### config.mk
export PLATFORM = sky130hd
export DESIGN_NAME = lpm_ctrl
export DESIGN_NICKNAME = d
export VERILOG_FILES = /design/src/verilog/lpm_pkg.sv /design/src/verilog/lpm_gate_if.sv /design/src/verilog/lpm_sync.sv /design/src/verilog/lpm_timer.sv /design/src/verilog/lpm_ctrl.sv
export VERILOG_INCLUDE_DIRS = /design/src /design/src/verilog
export SDC_FILE = /design/constraint.sdc
export NUM_CORES = 1
export LEC_CHECK = 0
export BUFFER_PORTS_ARGS = -buffer_cell sky130_fd_sc_hd__buf_4
export CORE_MARGIN = 5
export CORE_UTILIZATION = 25
export CTS_CLUSTER_SIZE = 30
export DETAILED_ROUTE_END_ITERATION = 16
export SLEW_MARGIN = 30
export SYNTH_ARGS = -nofsm -noshare
export SYNTH_HDL_FRONTEND = slang
export SYNTH_SLANG_ARGS = --single-unit
### constraint.sdc
create_clock -name i_clock -period 2.3 [get_ports i_clock]
set_input_delay 0.23 -clock i_clock [delete_from_list [all_inputs] [get_ports i_clock]]
set_output_delay 0.23 -clock i_clock [all_outputs]
set_load 0.01 [all_outputs]
### src/verilog/lpm_params.svh
// constants shared by the low-power mode controller files
`ifndef LPM_PARAMS_SVH
`define LPM_PARAMS_SVH
`define LPM_TIMER_RESET_VALUE 16'hfffc
`define LPM_TIMER_WIDTH 16
`endif

### src/verilog/lpm_pkg.sv
// types for the low-power mode controller
package lpm_pkg;
   typedef enum logic [2:0] {
      LPM_RUN = 3'h1,
      LPM_WAIT = 3'h2,
      LPM_STOP = 3'h4
   } lpm_mode_t;
endpackage : lpm_pkg

### src/verilog/lpm_gate_if.sv
// clock-gating enables handed from the mode controller to the peripherals
`timescale 1ns/1ps
`default_nettype none
interface lpm_gate_if;
   logic osc_run;
   logic cpu_run;
   logic in_stop;
   modport ctrl (output osc_run, output cpu_run, output in_stop);
   modport periph (input osc_run, input cpu_run, input in_stop);
endinterface : lpm_gate_if
`default_nettype wire

### src/verilog/lpm_sync.sv
// two-flop synchroniser for a pin-level input
`timescale 1ns/1ps
`default_nettype none
module lpm_sync (
   // clock and reset
   input wire logic i_clock,
   input wire logic i_reset_n,
   // data
   input wire logic i_async,
   output logic o_sync
);
   logic meta_ff;
   logic sync_ff;
   // resets to high because the pins it serves are active low
   always_ff @(posedge i_clock or negedge i_reset_n) begin
      if (!i_reset_n) begin
         meta_ff <= 1'h1;
         sync_ff <= 1'h1;
      end else begin
         meta_ff <= i_async;
         sync_ff <= meta_ff;
      end
   end
   assign o_sync = sync_ff;
endmodule : lpm_sync

### src/verilog/lpm_timer.sv
// free-running timer counter with stop-mode capture arming
`timescale 1ns/1ps
`default_nettype none
`include "lpm_params.svh"
module lpm_timer (
   // clock and reset
   input wire logic i_clock,
   input wire logic i_reset_n,
   // gating
   lpm_gate_if.periph gate,
   input wire logic i_wake_irq,
   // capture
   input wire logic i_capture_edge,
   input wire logic i_capture_clear,
   // status
   output logic [15:0] o_count,
   output logic o_capture_flag,
   output logic [15:0] o_capture_data
);
   logic [15:0] count_ff;
   logic armed_ff;
   logic [15:0] armed_data_ff;
   logic flag_ff;
   logic [15:0] cap_ff;

   // counter holds while oscillator is off; reset loads the fixed value
   always_ff @(posedge i_clock or negedge i_reset_n) begin
      if (!i_reset_n) begin
         count_ff <= `LPM_TIMER_RESET_VALUE;
      end else if (gate.osc_run) begin
         count_ff <= count_ff + 16'h0001;
      end
   end

   // first edge in stop only arms; reset throws it away
   always_ff @(posedge i_clock or negedge i_reset_n) begin
      if (!i_reset_n) begin
         armed_ff <= 1'h0;
         armed_data_ff <= 16'h0000;
      end else if (i_wake_irq) begin
         armed_ff <= 1'h0; // consumed by the flag logic below
      end else if (gate.in_stop && i_capture_edge && !armed_ff) begin
         armed_ff <= 1'h1;
         armed_data_ff <= count_ff;
      end
   end

   // flag: hardware set wins over software clear
   always_ff @(posedge i_clock or negedge i_reset_n) begin
      if (!i_reset_n) begin
         flag_ff <= 1'h0;
         cap_ff <= 16'h0000;
      end else if (i_wake_irq && armed_ff) begin
         flag_ff <= 1'h1;
         cap_ff <= armed_data_ff;
      end else if (i_wake_irq && i_capture_edge) begin
         flag_ff <= 1'h1; // edge in the wake cycle itself
         cap_ff <= count_ff;
      end else if (!gate.in_stop && i_capture_edge) begin
         flag_ff <= 1'h1;
         cap_ff <= count_ff;
      end else if (i_capture_clear) begin
         flag_ff <= 1'h0;
      end
   end

   assign o_count = count_ff;
   assign o_capture_flag = flag_ff;
   assign o_capture_data = cap_ff;
endmodule : lpm_timer
`default_nettype wire

### src/verilog/lpm_ctrl.sv
// low-power mode controller: stop and wait entry, wake-up and peripheral gating
`timescale 1ns/1ps
`default_nettype none
// How it works
// stop turns oscillator off, freezing everything except slave spi shifting
// stop ends on irq, reset, power-on
// timer holds in stop, resumes after irq
// reset exit loads timer with fffc
// stop capture edge arms, flags after wake
// reset exit discards stop capture edge
// serial baud halts, transmission resumes after irq
// serial receive mid-frame loses remaining bits
// software idles serial unit before stop
// spi master clock freezes until irq wake
// reset exit clears spi bits, disables spi
// slave spi keeps shifting during stop
// slave completion flags only after irq wake
// collision and fault detection off in stop
// enabled output drivers stay active in stop
// wait stops cpu clock only
// wait ends on peripheral interrupt, irq, reset
// timer always runs in wait
// non-reset wait exit keeps peripheral state
// reset wait exit returns peripherals to reset
// one-cycle requests; wake clears mode immediately
module lpm_ctrl (
   // clock and reset
   input wire logic i_clock,
   input wire logic i_reset_n,
   // instruction decoder requests
   input wire logic i_stop_req,
   input wire logic i_wait_req,
   // pins, active low
   input wire logic i_ext_irq_n,
   // peripheral interrupts
   input wire logic i_timer_irq,
   input wire logic i_serial_irq,
   input wire logic i_spi_irq,
   // timer capture
   input wire logic i_capture_edge,
   input wire logic i_capture_clear,
   // spi state
   input wire logic i_spi_master,
   input wire logic i_spi_done,
   input wire logic i_spi_flag_clear,
   input wire logic i_spi_collision,
   input wire logic i_spi_fault,
   // serial receive state
   input wire logic i_serial_rx_busy,
   // mode and clock gating
   output logic o_in_stop,
   output logic o_in_wait,
   output logic o_cpu_clock_en,
   output logic o_osc_en,
   output logic o_serial_baud_en,
   output logic o_spi_master_clk_en,
   output logic o_spi_slave_en,
   output logic o_drivers_en,
   output logic o_wake,
   // serial receive
   output logic o_serial_rx_abort,
   // spi status
   output logic o_spi_done_flag,
   output logic o_write_collision_flag,
   output logic o_mode_fault_flag,
   // timer
   output logic [15:0] o_timer_count,
   output logic o_capture_flag,
   output logic [15:0] o_capture_data
);

////////////////////////////////////////////////////////////////////////////////
   // pin synchronisation

   logic irq_n_sync;
   lpm_sync u_irq_sync (
      .i_clock(i_clock),
      .i_reset_n(i_reset_n),
      .i_async(i_ext_irq_n),
      .o_sync(irq_n_sync)
   );

////////////////////////////////////////////////////////////////////////////////
   // mode state machine

   lpm_pkg::lpm_mode_t mode_ff;
   lpm_pkg::lpm_mode_t nxt_mode;
   logic irq_low;
   logic periph_irq;
   logic wake_stop;
   logic wake_wait;

   // mode decode in one place, so the wake terms and the gating cannot drift apart
   function automatic logic mode_is(input lpm_pkg::lpm_mode_t cur, input lpm_pkg::lpm_mode_t want);
      return cur == want;
   endfunction : mode_is

   assign irq_low = !irq_n_sync;
   // peripheral interrupts only matter in wait; in stop their clocks are dead anyway
   assign periph_irq = i_timer_irq | i_serial_irq | i_spi_irq;
   // reset pin and power-on both arrive as i_reset_n, which clears the mode
   assign wake_stop = mode_is(mode_ff, lpm_pkg::LPM_STOP) && irq_low;
   assign wake_wait = mode_is(mode_ff, lpm_pkg::LPM_WAIT) && (irq_low || periph_irq);

   // next mode; a wake-up takes priority over a fresh request in the same cycle
   always_comb begin
      nxt_mode = mode_ff;
      case (mode_ff)
         lpm_pkg::LPM_RUN: begin
            if (i_stop_req) begin
               nxt_mode = lpm_pkg::LPM_STOP;
            end else if (i_wait_req) begin
               nxt_mode = lpm_pkg::LPM_WAIT;
            end
         end
         lpm_pkg::LPM_WAIT: begin
            if (wake_wait) begin
               nxt_mode = lpm_pkg::LPM_RUN;
            end
         end
         lpm_pkg::LPM_STOP: begin
            if (wake_stop) begin
               nxt_mode = lpm_pkg::LPM_RUN;
            end
         end
         default: begin
            nxt_mode = lpm_pkg::LPM_RUN;
         end
      endcase
   end

   // reset exit from either mode lands here, peripherals reset alongside
   always_ff @(posedge i_clock or negedge i_reset_n) begin
      if (!i_reset_n) begin
         mode_ff <= lpm_pkg::LPM_RUN;
      end else begin
         mode_ff <= nxt_mode;
      end
   end

////////////////////////////////////////////////////////////////////////////////
   // clock gating towards the peripherals

   lpm_gate_if gate();
   logic in_stop;
   logic in_wait;

   // decoded straight from the mode register, so these are clean levels
   assign in_stop = mode_is(mode_ff, lpm_pkg::LPM_STOP);
   assign in_wait = mode_is(mode_ff, lpm_pkg::LPM_WAIT);
   // combinational so the clocks stop in the very cycle the mode is entered
   assign gate.osc_run = !in_stop;
   assign gate.cpu_run = !in_stop && !in_wait;
   assign gate.in_stop = in_stop;

   assign o_in_stop = in_stop;
   assign o_in_wait = in_wait;
   assign o_osc_en = gate.osc_run;
   assign o_cpu_clock_en = gate.cpu_run;
   assign o_serial_baud_en = gate.osc_run;
   assign o_spi_master_clk_en = gate.osc_run;
   // slave shifting runs on the external clock, so it never stops
   assign o_spi_slave_en = 1'h1;
   // no driver is turned off in stop; current draw is the user's concern
   assign o_drivers_en = 1'h1;
   assign o_wake = wake_stop | wake_wait;

////////////////////////////////////////////////////////////////////////////////
   // serial receiver: a frame cut by stop cannot be completed

   // the receive sampling clock dies with the oscillator, so the partial frame is marked lost
   logic rx_abort_ff;
   always_ff @(posedge i_clock or negedge i_reset_n) begin
      if (!i_reset_n) begin
         rx_abort_ff <= 1'h0;
      end else begin
         rx_abort_ff <= (nxt_mode == lpm_pkg::LPM_STOP) && !in_stop && i_serial_rx_busy;
      end
   end
   assign o_serial_rx_abort = rx_abort_ff;

////////////////////////////////////////////////////////////////////////////////
   // spi status, with the stop-mode deferral of the completion flag

   logic spi_pending_ff;
   logic spi_flag_ff;
   logic write_collision_flag_ff;
   logic mode_fault_flag_ff;

   // slave completion in stop is remembered and shown only after irq wake
   always_ff @(posedge i_clock or negedge i_reset_n) begin
      if (!i_reset_n) begin
         spi_pending_ff <= 1'h0;
      end else if (wake_stop) begin
         spi_pending_ff <= 1'h0; // handed over to the flag below
      end else if (in_stop && i_spi_done && !i_spi_master) begin
         spi_pending_ff <= 1'h1;
      end
   end

   // set wins over clear
   // a slave completion in the wake cycle itself goes straight to the flag, never left pending
   always_ff @(posedge i_clock or negedge i_reset_n) begin
      if (!i_reset_n) begin
         spi_flag_ff <= 1'h0;
      end else if (wake_stop && (spi_pending_ff || (i_spi_done && !i_spi_master))) begin
         spi_flag_ff <= 1'h1;
      end else if (!in_stop && i_spi_done) begin
         spi_flag_ff <= 1'h1;
      end else if (i_spi_flag_clear) begin
         spi_flag_ff <= 1'h0;
      end
   end

   // protection detectors are blind while stopped
   always_ff @(posedge i_clock or negedge i_reset_n) begin
      if (!i_reset_n) begin
         write_collision_flag_ff <= 1'h0;
         mode_fault_flag_ff <= 1'h0;
      end else begin
         if (!in_stop && i_spi_collision) begin
            write_collision_flag_ff <= 1'h1;
         end else if (i_spi_flag_clear) begin
            write_collision_flag_ff <= 1'h0;
         end
         if (!in_stop && i_spi_fault && i_spi_master) begin
            mode_fault_flag_ff <= 1'h1;
         end else if (i_spi_flag_clear) begin
            mode_fault_flag_ff <= 1'h0;
         end
      end
   end

   assign o_spi_done_flag = spi_flag_ff;
   assign o_write_collision_flag = write_collision_flag_ff;
   assign o_mode_fault_flag = mode_fault_flag_ff;

////////////////////////////////////////////////////////////////////////////////
   // timer

   // the timer only hears the stop wake; a wait exit leaves its state alone
   lpm_timer u_timer (
      .i_clock(i_clock),
      .i_reset_n(i_reset_n),
      .gate(gate.periph),
      .i_wake_irq(wake_stop),
      .i_capture_edge(i_capture_edge),
      .i_capture_clear(i_capture_clear),
      .o_count(o_timer_count),
      .o_capture_flag(o_capture_flag),
      .o_capture_data(o_capture_data)
   );
endmodule : lpm_ctrl
`default_nettype wire

After elaboration in Yosys (flattened, before gate mapping)
Cells that the tools add are included.
{"block": "word_totals", "output_inout_bits": 46, "reg_bits": 60, "inputBits": 16}
{"block": "op_classes", "n_reduce_logical": 33, "bitwise_logic": 4, "n_mux": 21, "n_addsub": 1, "n_eq_ne": 4}
{"op": "$mux W16", "n": 3}
{"op": "$logic_and A1 B1 Y1", "n": 18}
{"op": "$add A16 B1 Y16 const B", "n": 1}
{"op": "$mux W1", "n": 13}
{"op": "$mux W3", "n": 4}
{"op": "$pmux W3 S3", "n": 1}
{"op": "$reduce_bool A2 Y1", "n": 4}
{"op": "$eq A3 B3 Y1 const B", "n": 2}
{"op": "$reduce_bool A3 Y1", "n": 2}
{"op": "$logic_not A1 Y1", "n": 5}
{"op": "$reduce_bool A4 Y1", "n": 1}
{"op": "$eq A3 B1 Y1 const B", "n": 1}
{"op": "$eq A3 B2 Y1 const B", "n": 1}
{"op": "$or A1 B1 Y1", "n": 3}
{"op": "$logic_or A1 B1 Y1", "n": 2}
{"op": "$reduce_and A2 Y1", "n": 1}
{"op": "$not A1 Y1", "n": 1}

Depth between registers and ports, before layout
{"block": "depth", "depth_word": 9, "ltp_mapped": 8}

By module
A second synthesis with hierarchy kept.
{"block": "hier_totals", "cells_unflattened": 203, "hier_area_um2": 2802.7}
{"mod": "lpm_timer", "cells_per_inst": 154, "instances": 1, "area_each_um2": 2290.9}
{"mod": "lpm_ctrl", "cells_per_inst": 47, "instances": 1, "area_each_um2": 459.2}
{"mod": "lpm_sync", "cells_per_inst": 2, "instances": 1, "area_each_um2": 52.6}

Worst setup path after synthesis
Ideal clock, no wire load.
{"block": "synth_path", "path_type": "reg2reg", "startpoint": "register mode_ff[0]", "endpoint": "register u_timer.count_ff[15] (netlist: u_timer.o_count[15])", "slack_ns": 0.353, "setup_time_ns": 0.075, "required_time_ns": 2.225, "stages_incl_launch_ff": 9, "t_arrival_ns": 1.872, "path_cell_list": "dfstp_2 > buf_4 > or3b_1 > buf_6 > inv_4 > or4b_4 > buf_6 > nor4_4 > xor2_1"}
{"block": "synth_via", "elab_chain_len": 1}
{"item": "start: declaration", "line": "lpm_ctrl.sv:86", "source": "lpm_pkg::lpm_mode_t mode_ff;"}
{"item": "start signal: assignment", "line": "lpm_ctrl.sv:135", "source": "mode_ff <= lpm_pkg::LPM_RUN;"}
{"item": "start signal: assignment", "line": "lpm_ctrl.sv:137", "source": "mode_ff <= nxt_mode;"}
{"item": "$eq A3 B3 Y1", "line": "lpm_ctrl.sv:95", "source": "return cur == want;"}
{"item": "end signal: assignment", "line": "lpm_timer.sv:29", "source": "count_ff <= `LPM_TIMER_RESET_VALUE;"}
{"item": "end signal: assignment", "line": "lpm_timer.sv:31", "source": "count_ff <= count_ff + 16'h0001;"}
{"item": "end: declaration", "line": "lpm_timer.sv:20", "source": "logic [15:0] count_ff;"}
Every way passes these cells.
A chain may end at the register's enable or synchronous reset.

Final worst setup path
{"block": "layout_path", "startpoint": "register u_irq_sync.sync_ff (netlist: u_irq_sync.o_sync)", "endpoint": "output port o_wake"}
{"block": "layout_via", "elab_chain_len": 4, "elab_cells_between_ends": 5}
{"item": "start: declaration", "line": "lpm_sync.sv:13", "source": "logic sync_ff;"}
{"item": "start signal: assignment", "line": "lpm_sync.sv:21", "source": "sync_ff <= meta_ff;"}
{"item": "$logic_not A1 Y1 *", "line": "lpm_ctrl.sv:98", "source": "assign irq_low = !irq_n_sync;"}
{"item": "$logic_or A1 B1 Y1", "line": "lpm_ctrl.sv:103", "source": "assign wake_wait = mode_is(mode_ff, lpm_pkg::LPM_WAIT) && (irq_low || periph_irq);"}
{"item": "$logic_and A1 B1 Y1", "line": "lpm_ctrl.sv:103"}
{"item": "$or A1 B1 Y1 *", "line": "lpm_ctrl.sv:166", "source": "assign o_wake = wake_stop | wake_wait;"}
{"item": "end: declaration", "line": "lpm_ctrl.sv:59", "source": "output logic o_wake,"}
Mark *: on every way between the ends. The rest lies on a longest branch, timed or not.

==> run metrics <==
final worst slack between 0.2 and 0.25 ns; GRT Overall Usage 9.903%; status finished, final reports clean; DR iter-0 viols 115; most common library cells after synthesis dfrtp_1, nand2_1, inv_1; Critical Path AT 1.85 ns; global placement routability congestion 0.7806; GRT Residual Overflow 0; Critical Path Start u_irq_sync.o_sync$_DFF_PN1_; largest net degree at the start of global routing 61; #FFs+latches synth 60; final hold vios 0; Root Driver clkbuf_8; row count 37; Final Skew slightly below 0.007 ns; # setup viols final 0; clock sink total 60; Pwr Density 1083 mW/mm2; CP Launch Type flop; hold crit path type primary input to flop; Worst slew margin a little under half; Setup CP Type flop to primary output; # DRC 0; worst r2r src mode_ff[0]$_DFF_PN1_; die area approximately 0.013 mm2; CTS tree done; async set-reset flop share out of synthesis 100.0%; register area share after synthesis 57.11%; routed vias/inst around 4.4; via count a little under 2000; Layout Nets between 300 and 400; top-count cell post-synth dfrtp_1; cells after synthesis 236; layout cells sized above 1 38.61%; CP Max Fanout 9; slew at the pin closest to its max-slew limit 0.7944 ns; VDD IR max 0.0004286 V; ratio of final minimum period to clock period about nine tenths; setup TNS 0 ns; core area 0.01037 mm2; number of I/O port buffers 59; Synth cell types 36; family with the most delay on the worst path flip-flops; first-pass detailed-route iteration total 4; Initial Util roughly a quarter; Post-DRT Antenna Nets 0; WL per Instance 13.60 um; leakage 0.001639 uW; worst path required time 2.07 ns; Worst Hold Depth 2; total CTS buffers 9; first-pass GRT wire length 10050 um; Slowest-stage cell, CP dfstp_2; Worst Path Buf+Inv 1; dpl ws 0.4003 ns; Reg clk slew, reported paths 0.07 ns; Die Ht about 110 um; fmax 481.5 MHz; number of flops mapped to enable cells by yosys 0; Synth warnings 0; number of global-route vias before repair 1932; WP depth 3; reg2reg path depth 5; setup bufs post-CTS 0; H-tree depth 3; # IOs 62; flop2flop setup slack 0.38 ns; Period minus WS final a little over 2 ns; Worst R2R End u_timer.o_count[15]$_DFFE_PN1N_; max cap viols 0; die width 113.3 um; dpl hpwl 4141 um; clk_lat worst skew 0.34 ns; unrepaired setup endpoints after global routing no; fin. max-slew vios 0; cell area after synthesis 0.002666 mm2; top cells by area, synth dfrtp_1, dfstp_2, mux2_2; Syn Area/Cell roughly 11 um2; buffer depth of the longest clock path 2; Critical Path, Cell by Cell nor4b_1, o22ai_1, buf_4; antenna violations before repair 0; final WL about 6000 um; Worst Setup End Kind primary output; Top FF cell, synth dfrtp_1; post-synth top area share about two fifths; Synth area leader dfrtp_1; CP endpoint o_wake; antenna cells 0; Critical Path Max Stage Delay between 0.6 and 0.7 ns; Tot Pwr 3734 uW; P&R area growth vs syn 29.33%
==> worst min-delay path by stage <==
stage                                                    end       startpoint
after detailed placement  u_timer.o_capture_flag$_DFFE_PN0P_        i_reset_n
after floorplan                         mode_ff[1]$_DFF_PN0_        i_reset_n
after global placement          u_irq_sync.meta_ff$_DFF_PN1_      i_ext_irq_n
after global routing      u_timer.o_capture_flag$_DFFE_PN0P_  i_capture_clear
after CTS                 u_timer.o_capture_flag$_DFFE_PN0P_  i_capture_clear
final                     u_timer.o_capture_flag$_DFFE_PN0P_  i_capture_clear
==> per-stage QoR <==
step / util (%) / hold WS [ns] / cells / cell area, um2
finish: 33.25 / 0.07339 / 439 / 3448
global route: 33.25 / 0.05373 / 439 / 3448
CTS: 33.25 / 0.05259 / 439 / 3448
detailed placement: 30.89 / 0.3395 / 421 / 3203
global placement: 30.89 / 0.3390 / 421 / 3203
floorplan: - / -0.06559 / 237 / 2670
==> cell families (layout without fill, tap and decap cells) <==
group / count (synthesis) / in the layout / share of synthesized area, %
AOI/OAI and AO/OA: 46 / 46 / 10.51
xor gates and xnor gates: 15 / 15 / 4.927
adders and majority gates: 1 / 1 / 0.4692
buffers and inverters: 36 / 102 / 7.320
DFF: 60 / 60 / 57.11
muxes: 15 / 15 / 6.335
other: 1 / 2 / 0.1406
and+or+nand+nor: 62 / 62 / 13.19
==> routing by layer <==
metal	part of all wire, %	GRT usage [%]
met4	1.4	3.526
met5	0	0
met1	47	13.33
met3	8.9	4.599
met2	43	13.90
==> registers in the layout (all words and copies together) (netlist names) <==
register                cells
u_irq_sync.meta_ff          1
o_write_collision_flag      1
u_timer.o_capture_flag      1
o_mode_fault_flag           1
u_timer.armed_data_ff      16
mode_ff                     3
u_timer.o_count            16
u_timer.armed_ff            1
u_timer.o_capture_data     16
o_spi_done_flag             1
u_irq_sync.o_sync           1
o_serial_rx_abort           1
spi_pending_ff              1
==> power by group <==
group / internal (uW) / switching, uW / total (uW)
combinational: 531 / 507 / 1040
clock: 637 / 418 / 1050
sequential: 1360 / 279 / 1640
total: 2530 / 1200 / 3730
==> final cells by class <==
cell class                 instances  area [um2]
fill                            1073        6922
sequential                        60        1523
multi-input combinational        141       952.2
timing repair buffer              66       500.5
tap                              136       170.2
clock buffer                      10       137.6
clock inverter                     6       87.58
inverter                          20       77.57
==> cell usage in the layout (no fill, tap or decap), types with 3 or more instances in the layout <==
cell type	instances
nor4b_1	4
dfstp_2	17
inv_1	19
buf_4	64
nand3_1	6
nand4_1	4
nor2_1	15
a21oi_1	16
xnor2_1	8
clkbuf_8	10
dfrtp_1	43
a32oi_1	4
a31oi_1	3
o22ai_1	13
xor2_1	7
mux2_2	15
nand2_1	21
o21ai_0	7
clkinvlp_4	3
==> repair_timing <==
item | in CTS | in global routing
gates resized for setup | 0 | 0
hold buffers | 2 | 0
endpoints found under the hold margin | 44 | 0
(Power assumes the default switching activity.)
